**config.mk**
```make
export PLATFORM = sky130hd
export DESIGN_NAME = rfs_ratio_source_select
export DESIGN_NICKNAME = d
export VERILOG_FILES = /design/src/shared/rfs_pkg.sv /design/src/rtl/rfs_ratio_mem.sv /design/src/rtl/rfs_ratio_source_select.sv
export SDC_FILE = /design/constraint.sdc
export NUM_CORES = 1
export LEC_CHECK = 0
export ABC_AREA = 1
export ABC_CLOCK_PERIOD_IN_PS = 5300
export BUFFER_PORTS_ARGS = -buffer_cell sky130_fd_sc_hd__buf_2
export CAP_MARGIN = 25
export CORE_MARGIN = 2
export CORE_UTILIZATION = 30
export CTS_CLUSTER_SIZE = 14
export DETAILED_ROUTE_END_ITERATION = 6
export PLACE_DENSITY = 0.54
export RECOVER_POWER = 25
export SLEW_MARGIN = 20
export SYNTH_ARGS = -nofsm -noshare
export SYNTH_HDL_FRONTEND = slang
export SYNTH_HIERARCHICAL = 1
export SYNTH_SLANG_ARGS = --single-unit
```
**constraint.sdc**
```tcl
create_clock -name i_clk -period 5.3 [get_ports i_clk]
set_input_delay 0.265 -clock i_clk [delete_from_list [all_inputs] [get_ports i_clk]]
set_output_delay 0.265 -clock i_clk [all_outputs]
set_load 0.02 [all_outputs]
```
**src/shared/rfs_pkg.sv**
```systemverilog
// Package: constants, carriers and state codes of the ratio and source select block
package rfs_pkg;

   // ***********************************************************
   // Register map (byte addresses)
   // ***********************************************************
   localparam logic [7:0] RATIO_BASE_OFS  = 8'h00;
   localparam logic [7:0] MODAL_BASE_OFS  = 8'h10;
   localparam logic [7:0] GLOBAL_OFS      = 8'h20;
   localparam logic [7:0] STATUS_OFS      = 8'h24;
   localparam logic [7:0] FRACN_LO_OFS    = 8'h28;
   localparam logic [7:0] FRACN_HI_OFS    = 8'h2c;

   // ***********************************************************
   // Field positions
   // ***********************************************************
   localparam int MOD_SCALE_LSB  = 0;
   localparam int MOD_LOCK_LSB   = 2;
   localparam int MOD_SRC_BIT    = 4;
   localparam int GLB_WIDE_BIT   = 0;
   localparam int GLB_AUX_LSB    = 1;
   localparam int GLB_KEEP_BIT   = 4;
   localparam int GLB_DIV_LSB    = 5;

   // ***********************************************************
   // Reset values and formats
   // ***********************************************************
   localparam logic [31:0] RATIO_RST      = 32'h0010_0000;
   localparam logic [4:0]  MODAL_RST      = 5'h00;
   localparam logic [6:0]  GLOBAL_RST     = 7'h00;
   localparam int          FRAC_BITS      = 20;
   localparam int          FRACN_W        = 44;
   localparam int          WIDE_SHIFT     = 8;

   // ***********************************************************
   // Timing counts, in divided timing clock cycles
   // ***********************************************************
   localparam int MISS_CYCLES = 1024;
   localparam int LOSS_WAIT_CYCLES = 2 ** 23;

   // ***********************************************************
   // Auxiliary pin function codes
   // ***********************************************************
   localparam logic [2:0] AUX_DIS_BOTH   = 3'h0;
   localparam logic [2:0] AUX_DIS_MAIN   = 3'h2;
   localparam logic [2:0] AUX_SCALE_EN   = 3'h3;
   localparam logic [2:0] AUX_AUTO_DIS   = 3'h4;
   localparam logic [2:0] AUX_SRC_SEL    = 3'h6;

   typedef struct packed {
      logic       synth_source_sel;
      logic [1:0] input_lock_ratio_ptr;
      logic [1:0] ratio_scale_sel;
   } rfs_modal_type;

   typedef struct packed {
      logic [1:0] ref_div_log2;
      logic       keep_output_on_unlock;
      logic [2:0] aux_pin_function_cfg;
      logic       wide_integer_format_sel;
   } rfs_global_type;

   typedef enum logic [1:0] {
      REF_PRESENT = 2'b00,
      REF_WAITING = 2'b01,
      REF_ABSENT  = 2'b10
   } rfs_ref_state_type;

endpackage
```
**src/rtl/rfs_ratio_mem.sv**
```systemverilog
// Four-slot ratio store with one bus port and one datapath read port
`timescale 1ns/1ps
`default_nettype none
module rfs_ratio_mem #(
   parameter int DATA_W = 32,
   parameter int DEPTH  = 4
) (
   input  wire logic                     i_clk,
   input  wire logic                     i_resetn,
   input  wire logic                     i_wr_en,
   input  wire logic [$clog2(DEPTH)-1:0] i_wr_idx,
   input  wire logic [DATA_W-1:0]        i_wr_data,
   input  wire logic [$clog2(DEPTH)-1:0] i_bus_idx,
   output logic      [DATA_W-1:0]        o_bus_data,
   input  wire logic [$clog2(DEPTH)-1:0] i_dp_idx,
   output logic      [DATA_W-1:0]        o_dp_data
);

   logic [DATA_W-1:0] slot_ff [DEPTH];

   always_ff @(posedge i_clk)
   begin
      if (!i_resetn)
      begin
         for (int i = 0; i < DEPTH; i++)
            slot_ff[i] <= DATA_W'(rfs_pkg::RATIO_RST);
      end
      else if (i_wr_en)
         slot_ff[i_wr_idx] <= i_wr_data;
   end

   // Registered reads; both ports see the stored value of the previous edge
   always_ff @(posedge i_clk)
   begin
      if (!i_resetn)
      begin
         o_bus_data <= '0;
         o_dp_data  <= '0;
      end
      else
      begin
         o_bus_data <= slot_ff[i_bus_idx];
         o_dp_data  <= slot_ff[i_dp_idx];
      end
   end

endmodule
`default_nettype wire

```
**src/rtl/rfs_ratio_source_select.sv**
```systemverilog
// Ratio selection, effective ratio and fractional-N source control
//
// Contract
// [RL1] Four ratio slots shared, mode pins select
// [RL2] Wide format: 20 integer, 12 fraction bits
// [RL3] Wide format only when set and hybrid
// [RL4] Auto mode, reference absent: 12.20 format
// [RL5] Configurer prefers 12.20 below 4096
// [RL6] Scaler scales selected ratio, pin enabled
// [RL7] Scale select: half, quarter, eighth, sixteenth
// [RL8] Effective ratio is ratio times scale
// [RL9] Reference divider compensated internally
// [RL10] Configurer avoids overflow and truncation
// [RL11] Auto switching also uses lock pointer
// [RL12] Source: static effective or dynamic PLL
// [RL13] Manual mode: lock pointer equals mode
// [RL14] Source pin function overrides source select
// [RL15] Auto: dynamic when reference present, else static
// [RL16] Wait 2^23 cycles after loss, unlocked
// [RL17] Auto active when pointer differs from mode
// [RL18] Auto active ignores source select
// [RL19] Pin can disable auto selection
// [RL20] Output tristates under pin, codes 000/010
// [RL21] Output low while unlocked unless keep set
// [RL22] Pin low enables, high disables output
// [RL23] Code 011: pin high enables scaler
// [RL24] Code 110: pin picks static or dynamic
// [RL25] Code 100: pin high disables auto
// [RL26] Timeout counter detects reference presence
//
// Decided for this implementation: the register addresses and the APB slave port.
`timescale 1ns/1ps
`default_nettype none
module rfs_ratio_source_select #(
   parameter int MISS_CYCLES      = rfs_pkg::MISS_CYCLES,
   parameter int LOSS_WAIT_CYCLES = rfs_pkg::LOSS_WAIT_CYCLES
) (
   input  wire logic                        i_clk,
   input  wire logic                        i_resetn,
   // APB slave
   input  wire logic                        i_psel,
   input  wire logic                        i_penable,
   input  wire logic                        i_pwrite,
   input  wire logic [7:0]                  i_paddr,
   input  wire logic [31:0]                 i_pwdata,
   output logic      [31:0]                 o_prdata,
   output logic                             o_pready,
   output logic                             o_pslverr,
   // Pins and synthesizer side
   input  wire logic [1:0]                  i_mode_select_pins,
   input  wire logic                        i_third_mode_pin,
   input  wire logic                        i_freq_ref_input,
   input  wire logic                        i_pll_locked,
   input  wire logic [rfs_pkg::FRACN_W-1:0] i_dpll_ratio,
   input  wire logic                        i_synth_clock,
   output logic      [rfs_pkg::FRACN_W-1:0] o_effective_ratio,
   output logic      [rfs_pkg::FRACN_W-1:0] o_fracn_value,
   output logic                             o_fracn_dynamic,
   output logic                             o_pll_unlocked,
   output logic                             o_synth_clock_output,
   output logic                             o_synth_clock_oe
);

   localparam int FW = rfs_pkg::FRACN_W;
   localparam int CNT_W = $clog2(MISS_CYCLES + LOSS_WAIT_CYCLES + 1);
   localparam logic [CNT_W-1:0] MISS_CNT = CNT_W'(MISS_CYCLES);
   localparam logic [CNT_W-1:0] LOSS_CNT = CNT_W'(MISS_CYCLES + LOSS_WAIT_CYCLES);

   // ***********************************************************
   // Helpers
   // ***********************************************************
   function automatic logic is_aux(input logic [2:0] cfg, input logic [2:0] code);
      is_aux = (cfg == code);
   endfunction

   // Widens a slot to 24.20 form; wide format moves the binary point
   function automatic logic [FW-1:0] widen(input logic [31:0] r, input logic wide);
      if (wide)
         widen = {4'h0, r, 8'h00};
      else
         widen = {12'h000, r};
   endfunction

   // ***********************************************************
   // Register state
   // ***********************************************************
   rfs_pkg::rfs_modal_type  modal_ff [4];
   rfs_pkg::rfs_global_type glb_ff;
   rfs_pkg::rfs_ref_state_type ref_state_ff;
   rfs_pkg::rfs_ref_state_type nxt_ref_state;
   logic [CNT_W-1:0] gap_cnt_ff;
   logic             ref_prev_ff;
   logic [1:0]       slot_ff;
   logic             wide_ff;
   logic             scale_en_ff;
   logic [1:0]       scale_sel_ff;
   logic             dyn_ff;
   logic             auto_ff;
   logic [31:0]      mem_bus_data;
   logic [31:0]      mem_dp_data;

   wire logic access   = i_psel & i_penable;
   wire logic commit   = access & o_pready;
   wire logic wr_commit = commit & i_pwrite;
   wire logic ratio_hit = (i_paddr[7:4] == rfs_pkg::RATIO_BASE_OFS[7:4]) & (i_paddr[1:0] == 2'b00);
   wire logic modal_hit = (i_paddr[7:4] == rfs_pkg::MODAL_BASE_OFS[7:4]) & (i_paddr[1:0] == 2'b00);

   // ***********************************************************
   // Ratio slot store
   // ***********************************************************
   rfs_ratio_mem #(
      .DATA_W (32),
      .DEPTH  (4)
   ) u_mem (
      .i_clk      (i_clk),
      .i_resetn   (i_resetn),
      .i_wr_en    (wr_commit & ratio_hit),
      .i_wr_idx   (i_paddr[3:2]),
      .i_wr_data  (i_pwdata),
      .i_bus_idx  (i_paddr[3:2]),
      .o_bus_data (mem_bus_data),
      .i_dp_idx   (slot_ff),
      .o_dp_data  (mem_dp_data)
   );

   // ***********************************************************
   // APB slave: one wait state, data taken at the second access edge
   // ***********************************************************
   always_ff @(posedge i_clk)
   begin
      if (!i_resetn)
         o_pready <= 1'b0;
      else
         o_pready <= access & ~o_pready;
   end

   always_ff @(posedge i_clk)
   begin
      if (!i_resetn)
      begin
         o_prdata  <= 32'h0000_0000;
         o_pslverr <= 1'b0;
      end
      else if (access & ~o_pready)
      begin
         o_pslverr <= 1'b0;
         if (ratio_hit)
            o_prdata <= mem_bus_data;
         else if (modal_hit)
            o_prdata <= {27'h0000000, modal_ff[i_paddr[3:2]]};
         else if (i_paddr == rfs_pkg::GLOBAL_OFS)
            o_prdata <= {25'h0000000, glb_ff};
         else if (i_paddr == rfs_pkg::STATUS_OFS)
            o_prdata <= {26'h0000000, slot_ff, o_pll_unlocked, dyn_ff, auto_ff,
                         ref_state_ff == rfs_pkg::REF_PRESENT};
         else if (i_paddr == rfs_pkg::FRACN_LO_OFS)
            o_prdata <= o_fracn_value[31:0];
         else if (i_paddr == rfs_pkg::FRACN_HI_OFS)
            o_prdata <= {20'h00000, o_fracn_value[FW-1:32]};
         else
         begin
            o_prdata  <= 32'h0000_0000;
            o_pslverr <= 1'b1;
         end
      end
   end

   always_ff @(posedge i_clk)
   begin
      if (!i_resetn)
      begin
         for (int i = 0; i < 4; i++)
            modal_ff[i] <= rfs_pkg::MODAL_RST;
      end
      else if (wr_commit & modal_hit)
      begin
         modal_ff[i_paddr[3:2]].ratio_scale_sel      <= i_pwdata[rfs_pkg::MOD_SCALE_LSB +: 2];
         modal_ff[i_paddr[3:2]].input_lock_ratio_ptr <= i_pwdata[rfs_pkg::MOD_LOCK_LSB +: 2];
         modal_ff[i_paddr[3:2]].synth_source_sel     <= i_pwdata[rfs_pkg::MOD_SRC_BIT];
      end
   end

   always_ff @(posedge i_clk)
   begin
      if (!i_resetn)
         glb_ff <= rfs_pkg::GLOBAL_RST;
      else if (wr_commit & (i_paddr == rfs_pkg::GLOBAL_OFS))
      begin
         glb_ff.wide_integer_format_sel <= i_pwdata[rfs_pkg::GLB_WIDE_BIT];
         glb_ff.aux_pin_function_cfg    <= i_pwdata[rfs_pkg::GLB_AUX_LSB +: 3];
         glb_ff.keep_output_on_unlock   <= i_pwdata[rfs_pkg::GLB_KEEP_BIT];
         glb_ff.ref_div_log2            <= i_pwdata[rfs_pkg::GLB_DIV_LSB +: 2];
      end
   end

   // ***********************************************************
   // Reference presence: gap counter restarts on each edge
   // ***********************************************************
   wire logic ref_edge = i_freq_ref_input ^ ref_prev_ff;

   always_ff @(posedge i_clk)
   begin
      if (!i_resetn)
         ref_prev_ff <= 1'b0;
      else
         ref_prev_ff <= i_freq_ref_input;
   end

   // Saturates at the terminal count so a dead input stays absent
   always_ff @(posedge i_clk)
   begin
      if (!i_resetn)
         gap_cnt_ff <= LOSS_CNT;
      else if (ref_edge)
         gap_cnt_ff <= '0; // [RL26]
      else if (gap_cnt_ff != LOSS_CNT)
         gap_cnt_ff <= gap_cnt_ff + CNT_W'(1);
   end

   always_comb
   begin
      nxt_ref_state = ref_state_ff;
      unique case (ref_state_ff)
         rfs_pkg::REF_PRESENT:
            if (gap_cnt_ff >= MISS_CNT)
               nxt_ref_state = rfs_pkg::REF_WAITING;
         rfs_pkg::REF_WAITING:
            if (ref_edge)
               nxt_ref_state = rfs_pkg::REF_PRESENT;
            else if (gap_cnt_ff == LOSS_CNT)
               nxt_ref_state = rfs_pkg::REF_ABSENT; // [RL16] [RL26]
         rfs_pkg::REF_ABSENT:
            if (ref_edge)
               nxt_ref_state = rfs_pkg::REF_PRESENT;
         default:
            nxt_ref_state = rfs_pkg::REF_ABSENT;
      endcase
   end

   always_ff @(posedge i_clk)
   begin
      if (!i_resetn)
         ref_state_ff <= rfs_pkg::REF_ABSENT;
      else
         ref_state_ff <= nxt_ref_state;
   end

   // ***********************************************************
   // Mode decode: slot, format, scaler and source
   // ***********************************************************
   // Waiting still counts as present, so the dynamic source is kept until timeout
   wire rfs_pkg::rfs_modal_type mcfg = modal_ff[i_mode_select_pins];
   wire logic [2:0] aux = glb_ff.aux_pin_function_cfg;
   wire logic ref_ok = (ref_state_ff != rfs_pkg::REF_ABSENT);
   wire logic auto_en = (mcfg.input_lock_ratio_ptr != i_mode_select_pins); // [RL17]
   wire logic auto_off = is_aux(aux, rfs_pkg::AUX_AUTO_DIS) & i_third_mode_pin; // [RL19] [RL25]
   wire logic auto_act = auto_en & ~auto_off;
   logic nxt_dyn;

   always_comb
   begin
      if (auto_act)
         nxt_dyn = ref_ok; // [RL15] [RL18]
      else if (is_aux(aux, rfs_pkg::AUX_SRC_SEL))
         nxt_dyn = i_third_mode_pin; // [RL14] [RL24]
      else
         nxt_dyn = mcfg.synth_source_sel; // [RL13]
   end

   always_ff @(posedge i_clk)
   begin
      if (!i_resetn)
      begin
         slot_ff      <= 2'b00;
         dyn_ff       <= 1'b0;
         auto_ff      <= 1'b0;
         wide_ff      <= 1'b0;
         scale_en_ff  <= 1'b0;
         scale_sel_ff <= 2'b00;
      end
      else
      begin
         // Lock pointer slot only while auto mode runs on a live reference
         slot_ff <= (auto_act & ref_ok) ? mcfg.input_lock_ratio_ptr
                                        : i_mode_select_pins; // [RL1] [RL11]
         dyn_ff  <= nxt_dyn;
         auto_ff <= auto_act;
         // Static source always reads 12.20, which covers auto with no reference
         wide_ff <= glb_ff.wide_integer_format_sel & nxt_dyn; // [RL3] [RL4]
         scale_en_ff  <= is_aux(aux, rfs_pkg::AUX_SCALE_EN) & i_third_mode_pin; // [RL6] [RL23]
         scale_sel_ff <= mcfg.ratio_scale_sel;
      end
   end

   // ***********************************************************
   // Effective ratio and fractional-N value
   // ***********************************************************
   // Scaling truncates low bits; keeping clear of that is the configurer's job
   logic [FW-1:0] base_ratio;
   logic [FW-1:0] nxt_eff;

   always_comb
   begin
      base_ratio = widen(mem_dp_data, wide_ff); // [RL2]
      if (scale_en_ff)
         nxt_eff = base_ratio >> ({1'b0, scale_sel_ff} + 3'h1); // [RL7] [RL8]
      else
         nxt_eff = base_ratio; // [RL8]
   end

   always_ff @(posedge i_clk)
   begin
      if (!i_resetn)
      begin
         o_effective_ratio <= '0;
         o_fracn_value     <= '0;
         o_fracn_dynamic   <= 1'b0;
      end
      else
      begin
         o_effective_ratio <= nxt_eff;
         o_fracn_dynamic   <= dyn_ff;
         if (dyn_ff)
            o_fracn_value <= i_dpll_ratio; // [RL12]
         else
            o_fracn_value <= o_effective_ratio << glb_ff.ref_div_log2; // [RL9] [RL12]
      end
   end

   // ***********************************************************
   // Lock report and clock output gating
   // ***********************************************************
   wire logic unlocked = ~i_pll_locked | (auto_act & (ref_state_ff == rfs_pkg::REF_WAITING));
   wire logic dis_fn = is_aux(aux, rfs_pkg::AUX_DIS_BOTH) | is_aux(aux, rfs_pkg::AUX_DIS_MAIN);

   always_ff @(posedge i_clk)
   begin
      if (!i_resetn)
      begin
         o_pll_unlocked       <= 1'b1;
         o_synth_clock_output <= 1'b0;
         o_synth_clock_oe     <= 1'b0;
      end
      else
      begin
         o_pll_unlocked       <= unlocked; // [RL16]
         o_synth_clock_output <= i_synth_clock & (~unlocked | glb_ff.keep_output_on_unlock); // [RL21]
         o_synth_clock_oe     <= ~(dis_fn & i_third_mode_pin); // [RL20] [RL22]
      end
   end

endmodule
`default_nettype wire

```
Word level (Yosys, flattened, before mapping). Memory sizes are Yosys's and may differ from the RTL's. A register that Yosys moved wholly into a read port is not among the register bits. Cells that the tools add are included.

Memories kept: 2. Flip-flop bits (word level): 168. Output and inout bits: 126. Logic and storage cells: 124. Input bits: 95. RAM bits: 148.

Memory list: u_mem.slot_ff (words 4, width 32, read ports 2, clocked after memory_dff 2, write ports 4, RTL line rfs_ratio_mem.sv:19) `logic [DATA_W-1:0] slot_ff [DEPTH];`; modal_ff (words 4, width 5, read ports 2, clocked after memory_dff 0, write ports 4, RTL line rfs_ratio_source_select.sv:87) `rfs_pkg::rfs_modal_type modal_ff [4];`.

Shift operators: 2. Add/subtract/negate cells: 2. Reduce and logical (&&, ||, !) cells: 11. Bitwise operators: 27. Eq/ne operators: 18. $lt $le $gt $ge: 1. Mux-type cells: 38.

Operators with widths (number): 32-bit two-way mux (6); 44-bit two-way mux (2); 24-bit two-way mux (2); 44-bit by 2-bit left shift with 44-bit output (1); 44-bit by 3-bit right shift with 44-bit output (1); 40-bit two-way mux (1); 8-bit by 6-bit == test with 1-bit output (second input constant) (4); 32-bit OR reduction (1); 24-bit by 1-bit adder with 24-bit output (second input constant) (1); 24-bit == test (second input constant) (1); 24-bit by 11-bit greater-or-equal comparator with 1-bit output (second input constant) (1); 24-bit != test (second input constant) (1); 1-bit AND (17); 1-bit two-way mux (17); 2-bit two-way mux (7); 12-bit two-way mux (1); 3-bit by 2-bit == test with 1-bit output (second input constant) (2); 3-bit == test (second input constant) (2); 1-bit NOT (6); 2-bit one-hot mux with 3 select lines (1); 5-bit two-way mux (1); 5-bit OR reduction (1); 4-bit by 1-bit == test with 1-bit output (second input constant) (1); 2-bit zero test (2); other kinds (15) (19).

Logic depth before layout (Yosys ltp). Gate-level depths: netlist of run 1.

Word-level depth: 9. Depth in mapped cells: 12. Gate-level depth less buffers: 11.

Modules after synthesis. Netlist of run 1, hierarchy kept.

Modules (own cells, without submodules): rfs_ratio_source_select (cells each 1538, times used 1, seq. area each 3883.7 sq um, area each 9938.3 sq um); rfs_ratio_mem (cells each 1009, times used 1, seq. area each 5124.9 sq um, area each 8610.8 sq um).

Least setup slack after synthesis of run 1. Ideal clock, no wire load.

Path kind: reg-to-reg. Start: reg o_pready. End: mem u_mem.slot_ff[2][0], enable pin. Setup time: 466 ps. Stages on the path, launching flop included: 6. Setup slack: 1250 ps. Buffers on the path: 1. Data required time: 4834 ps. Period minus slack after synthesis: 4050 ps. Arrival: 3584 ps. Cell sequence: dfxtp_1 nand4_1 nor2_1 nand2_2 buf_6 o21ai_0.

RTL lines: start, declared (RTL line rfs_ratio_source_select.sv:47) `output logic o_pready,`; start signal, assigned (RTL line rfs_ratio_source_select.sv:134) `o_pready <= access & ~o_pready;`; end, declared (RTL line rfs_ratio_mem.sv:19).

==> results.py, run 1 <==
metrics = {
    "run_status": {
        "status": "complete, but fails checks",
        "failed_checks": "capacitance limit, slew limit",
    },
    "power": {
        "switching_share_pct": 27.1,
        "p_leak_nw": 9.64,
        "power_frac_comb_pct": 12.1,
        "intPower_w": 0.00521,
        "switching_power_w": 0.00193,
        "power_w": 0.00714,
        "ir_worst_vdd_uv": 188,
        "pwr-share-seq_pct": 45.5,
        "power.density_nw_per_um2": 329,
        "power_frac_clock_pct": 42.4,
    },
    "detailed_routing": {
        "avgViaCountPerCell": 4.78,
        "dr.pass1.iters": 6,
        "drt-total-wl_mm": 61.6,
        "initialDrtViolationCount": 1726,
        "vias": 16900,
        "wl_per_cell_um": 17.4,
        "postRouteAntennaNets": 0,
        "drcViolationCount": 0,
    },
    "setup_path": {
        "worstSetupPathType": "reg -> reg",
        "worstPathMaxFanout": 34,
        "critical_path.startpoint_type": "register",
        "arrival_ns": 3.74,
        "cp_data_required_time_ns": 5.72,
        "cp-end-kind": "register",
    },
    "die": {
        "ios": 221,
        "die_height_um": 253,
        "start_util_pct": 30.2,
        "core_area_um2": 61400,
        "dieArea_um2": 63800,
        "std_cell_rows": 91,
        "fp.dieW_um": 253,
    },
    "timing": {
        "setup_viol": 0,
        "post-route-period-util_pct": 62.6,
        "fin_worst_skew_ns": 0.0168,
        "tns_ns": 0,
        "holdWs_ns": 0.0185,
        "fmax_ghz": 0.302,
        "tightest_slew_ns": 2.00,
        "min_period_ns": 3.32,
        "finalHoldViolCount": 0,
        "rsz0062_at_grt": "no",
        "maxSlewViolCount": 128,
        "max-slew-margin-rel_pct": -33.3,
    },
    "global_routing": {
        "use_met2_pct": 29.2,
        "grt_overflow": 0,
        "gr-usage-met1_pct": 27.6,
        "grt_pass1_vias": 15800,
        "grt_pass1_wl_mm": 94.1,
        "antenna_found_initial": 1,
        "track_usage_pct": 18.9,
        "top_usage_layer": "met2",
        "use_met3_pct": 3.10,
        "grt_max_degree": 96,
    },
    "synth": {
        "yosysTopAreaCell": "dfxtp_1",
        "synthCells": 2547,
        "synth_seq_area_share_pct": 48.6,
        "syn_area_um2": 18500,
        "synth_cell_types": 46,
        "synth_top_family_by_area": "simple AND/OR/NAND/NOR gates",
        "yosysTopAreaCellShare_pct": 24.6,
        "async_reset_ff_share_pct": 0,
        "synth_area_leaders": "dfxtp_1, edfxtp_1, nand2_1",
        "synth_xor_area_share_pct": 0.236,
        "synth_compound_area_share_pct": 10.2,
        "avgSynthCellArea_um2": 7.28,
        "synth.mux.area_fraction_pct": 0,
        "yosys_most_used_dff": "dfxtp_1",
        "synth_edf_count": 148,
        "ys_warn_count": 6,
        "yosys.area_share.simple_pct": 29.7,
        "synth_fa_ha_area_share_pct": 0.135,
        "ys_ff_latch": 376,
    },
    "clock_tree": {
        "cts_tree": "yes",
        "numCtsBuffers": 41,
        "cts_resized": 0,
        "cts_root_buf": "clkbuf_16",
        "insertion_delay_ns": 0.57,
        "clock-sinks": 376,
        "clock_path_buffers": 3,
        "htree_num_levels": 2,
        "clkTransAtPathRegs_ns": 0.06,
    },
    "place": {
        "gp_congestion": 0.878,
        "portBuffers": 216,
        "placed_area_um2": 20200,
        "dp_hpwl_mm": 44.2,
        "dp.cells": 3438,
    },
    "cells_and_area": {
        "final_cells": 3543,
        "num_antenna_cells": 0,
        "area_growth_pct": 17.2,
        "final_nets": 2819,
        "drive_gt1_share_pct": 8.83,
        "fillCellCount": 6563,
        "final_cell_area_um2": 21700,
    },
    "job": {
        "max_cap_violations": 4,
    },
    "hold_path": {
        "hp-class": "in -> reg",
    },
}
[final cells by class]
type | instances | area (µm²) | share of cell area, %
inverter | 365 | 1370 | 6.30
timing repair buffer | 274 | 1450 | 6.65
tap | 790 | 988 | 4.55
multi-input combinational | 1664 | 7500 | 34.5
clock buffer | 55 | 1180 | 5.43
sequential | 376 | 9010 | 41.5
clock inverter | 19 | 243 | 1.12
[worst max-delay path: stages (launching register included)]
cell      delay (ns)
dfxtp_1         0.29
clkbuf_1        0.75
inv_1           0.20
clkbuf_1        1.29
nand3_1         0.16
a21oi_1         0.45
[flip-flops by register name, summed over array words and instances, names as in the netlist, 2 cells and up]
name and count:
aux 3, o_fracn_value 44, u_mem/o_bus_data 32, o_effective_ratio 40, gap_cnt_ff 24, slot_ff 2, scale_sel_ff 2, o_prdata 32
ref_state_ff 2, u_mem/o_dp_data 32, modal_ff 20, u_mem/slot_ff 128, glb_ff 4
[stage by stage]
stage	utilization, %	setup WS [ns]
floorplan	-	1.25
global placement	32.9	1.73
detailed placement	32.9	1.68
CTS	35.7	2.28
global route	35.4	1.79
finish	35.4	1.98
[per-layer routing]
metal	vias to the layer above	part of all wire [%]
li1	8458	-
met1	7804	47
met2	611	44
met3	67	7.1
met4	2	1.8
met5	-	0.015
[layout by cell type, fill, tap and decap left out, types with 5 or more instances in the layout]
master,instances
nand2_1,761
inv_1,347
dfxtp_1,226
nand3_1,222
nor2_1,211
edfxtp_1,148
o21ai_0,134
clkbuf_1,133
a21oi_1,132
buf_2,92
nor3_1,47
clkbuf_16,43
dlygate4sd3_1,30
buf_4,23
nand4_1,21
inv_2,17
o21ai_1,16
o221ai_1,14
a31oi_1,13
nor2_2,12
o211ai_1,12
o22ai_1,7
clkbuf_8,6
clkinv_2,6
nor2_4,5
nand2_4,5
nand2_2,5
xor2_1,5
bufinv_16,5
[path summary, 6_finish.rpt]
| check | end | slack [ns] | depth (start not counted) | start |
|---|---|---|---|---|
| max reg2reg | u_mem/o_dp_data[27]$_SDFF_PN0_ | 1.98 | 5 | slot_ff[1]$_SDFF_PN0_ |
| min | o_fracn_value[19]$_SDFF_PN0_ | 0.02 | 5 | i_dpll_ratio[19] |
| min reg2reg | wide_ff$_SDFF_PN0_ | 0.47 | 2 | glb_ff[0]$_SDFFE_PN0P_ |
| max | u_mem/o_dp_data[27]$_SDFF_PN0_ | 1.98 | 5 | slot_ff[1]$_SDFF_PN0_ |
[logic make-up after synthesis]
kind of cell	count (synthesis)
buf+inv	510
other cells	1
fa+ha+maj	2
compound gates	344
simple gates	1309
flops	376
xor+xnor	5
[repair_timing]
action                     CTS  global route
hold endpoints to repair    31             0
setup endpoints to repair    0             0
buffers inserted             0             0
hold buffers                30             0
[power by group through the flow]
stage / combinational (W) / clock [W] / sequential, W
2_1_floorplan: 0.000506 / 0 / 0.00332
3_3_place_gp: 0.000856 / 0 / 0.00331
3_5_place_dp: 0.000853 / 0 / 0.00331
4_1_cts: 0.000875 / 0.00309 / 0.00324
5_1_grt: 0.000963 / 0.00321 / 0.00326
6_report: 0.000865 / 0.00303 / 0.00325
[cell usage after synthesis (2+ instances only)]
master / instances
a211oi_1: 2
a21oi_1: 132
a31oi_1: 13
a32o_1: 4
buf_1: 5
buf_2: 46
buf_4: 5
buf_6: 11
clkbuf_1: 78
dfxtp_1: 228
edfxtp_1: 148
ha_1: 2
inv_1: 346
inv_2: 18
nand2_1: 761
nand2_2: 5
nand2_4: 5
nand3_1: 222
nand4_1: 21
nor2_1: 213
nor2_2: 11
nor2_4: 4
nor3_1: 47
nor3_2: 4
nor4_1: 3
o2111ai_1: 3
o211ai_1: 12
o21a_1: 3
o21ai_0: 135
o21ai_1: 16
o221ai_1: 14
o22ai_1: 7
or2_0: 3
or2_2: 4
xor2_1: 5
No activity file was read; power rests on OpenSTA's default activity.
==> run 2: changes to the inputs <==
ABC_CLOCK_PERIOD_IN_PS = 3300   (was 5300)
clock period = 3.3 ns   (was 5.3 ns; I/O delays follow)
==> results.py, run 2 (synthesized netlist as in run 1, its figures left out) <==
metrics = {
    "clock_tree": {
        "post-cts-setup-buffers": 0,
        "cts_root_buf": "clkbuf_16",
        "cts_tree": "yes",
        "htree_num_levels": 2,
        "clock-sinks": 376,
        "clock_path_buffers": 3,
        "numCtsBuffers": 41,
        "cts_resized": 0,
        "cts_hold_buffers": 66,
        "insertion_delay_ns": 0.56,
        "clkTransAtPathRegs_ns": 0.06,
    },
    "run_status": {
        "status": "complete, but fails checks",
        "failed_checks": "capacitance limit, slew limit",
    },
    "detailed_routing": {
        "avgViaCountPerCell": 4.74,
        "vias": 17100,
        "drcViolationCount": 0,
        "drt-total-wl_mm": 61.9,
        "postRouteAntennaNets": 0,
        "dr.pass1.iters": 6,
        "initialDrtViolationCount": 1585,
        "wl_per_cell_um": 17.2,
    },
    "place": {
        "pre_cts_slack_ns": 1.08,
        "portBuffers": 216,
        "dp_hpwl_mm": 44.3,
        "gp_congestion": 0.863,
    },
    "timing": {
        "min_period_ns": 2.75,
        "rsz0062_at_grt": "no",
        "layout_setup_ws_ns": 0.555,
        "tightest_slew_ns": 1.64,
        "maxSlewViolCount": 35,
        "max-slew-margin-rel_pct": -9.10,
        "finalHoldViolCount": 0,
        "post-route-period-util_pct": 83.2,
        "fin_worst_skew_ns": 0.0191,
        "setup_viol": 0,
        "fmax_ghz": 0.364,
        "tns_ns": 0,
    },
    "global_routing": {
        "grt_pass1_wl_mm": 95.1,
        "grt_max_degree": 66,
        "grt_overflow": 0,
        "track_usage_pct": 19.0,
        "antenna_found_initial": 2,
        "grt_pass1_vias": 16100,
    },
    "cells_and_area": {
        "multi_input_area_um2": 7490,
        "regMostFlops": "u_mem/slot_ff",
        "area_growth_pct": 20.0,
        "layout_common_cells": "nand2_1, inv_1, dfxtp_1",
        "seqCellArea_um2": 9010,
        "final_nets": 2873,
        "drive_gt1_share_pct": 9.09,
        "layout_commonest_cell": "nand2_1",
        "fillCellCount": 6528,
        "largest_register_ffs": 128,
        "top_regs": "u_mem/slot_ff: 128 flops, o_fracn_value: 44 flops, o_effective_ratio: 40 flops",
    },
    "setup_path": {
        "cp_data_required_time_ns": 3.60,
        "worstSetupPathType": "in -> reg",
        "slowest_delay_ns": 1.24,
        "cp-end-kind": "register",
        "worstPathMaxFanout": 34,
        "critical-path-slowest-cell": "clkbuf_1",
        "arrival_ns": 3.04,
        "critical_path.startpoint_type": "primary input",
        "crit_chain": "dlygate4sd3_1 > buf_4 > inv_1 > clkbuf_1 > a21oi_1",
    },
    "hold_path": {
        "hp-class": "in -> reg",
    },
    "job": {
        "max_cap_violations": 1,
    },
    "power": {
        "ir_worst_vdd_uv": 276,
        "p_leak_nw": 9.88,
        "power.density_nw_per_um2": 526,
    },
    "die": {
        "die_height_um": 253,
        "start_util_pct": 30.2,
        "ios": 221,
        "dieArea_um2": 63800,
        "std_cell_rows": 91,
        "core_area_um2": 61400,
        "fp.dieW_um": 253,
    },
}
run 2: cell types whose count changed in the layout (fill, tap and decap cells not counted), sizes merged, moves of 2 or more:
| cell | before | now |
|---|---|---|
| buf | 117 | 135 |
| clkinv | 9 | 11 |
| bufinv | 5 | 10 |
| clkbuf | 182 | 176 |
| dlygate4sd3 | 30 | 66 |
run 2: worst paths after layout:
kind	slack, ns	endpoint	startpoint	cells after the start
max	0.55	u_mem/o_bus_data[23]$_SDFF_PN0_	i_resetn	5
min	0.02	u_mem/slot_ff[3][26]$_DFFE_PP_	i_pwdata[26]	3
max reg2reg	1.28	u_mem/slot_ff[1][14]$_SDFFCE_PN0P_	o_pready$_SDFF_PN0_	8
min reg2reg	0.47	o_pslverr$_SDFFE_PN0P_	o_pslverr$_SDFFE_PN0P_	2
run 2: critical path, delay by kind of cell:
kind            cells  cell delay (ns)
compound gates      1             0.35
buf+inv             4             2.49
run 2: layout make-up:
type	instances	share of cell area (%)
Inverter	365	6.16
Tap cell	790	4.44
Sequential cell	376	40.5
Multi-Input combinational cell	1664	33.6
Antenna cell	1	0.0112
Clock buffer	49	4.88
Timing Repair Buffer	328	8.63
Clock inverter	24	1.75
run 2: layer usage:
metal  global-route usage [%]  share of wire [%]  wire, µm
met5                        0              0.021        13
met2                     30.3                 45     27600
met3                     2.91                6.3      3890
met4                     4.72                2.2      1390
met1                     26.8                 47     29100
run 2: through the flow:
step	cells	total power, W	utilization (%)	cell area [µm²]	hold WS, ns
after global placement	3457	0.00670	33.1	20300	0.373
after detailed placement	3457	0.00669	33.1	20300	0.375
final	3597	0.0117	36.3	22300	0.0170
after global routing	3596	0.0122	36.3	22300	0.0145
after CTS	3596	0.0119	36.5	22400	0.00254
after floorplan	2550	0.00615	-	18600	0.250
run 2: report_power, final:
part           switching [W]  total, W  internal (W)
logic                0.00101   0.00145      0.000442
clock network        0.00193   0.00507       0.00314
registers           0.000145   0.00519       0.00505
total                0.00309    0.0117       0.00863
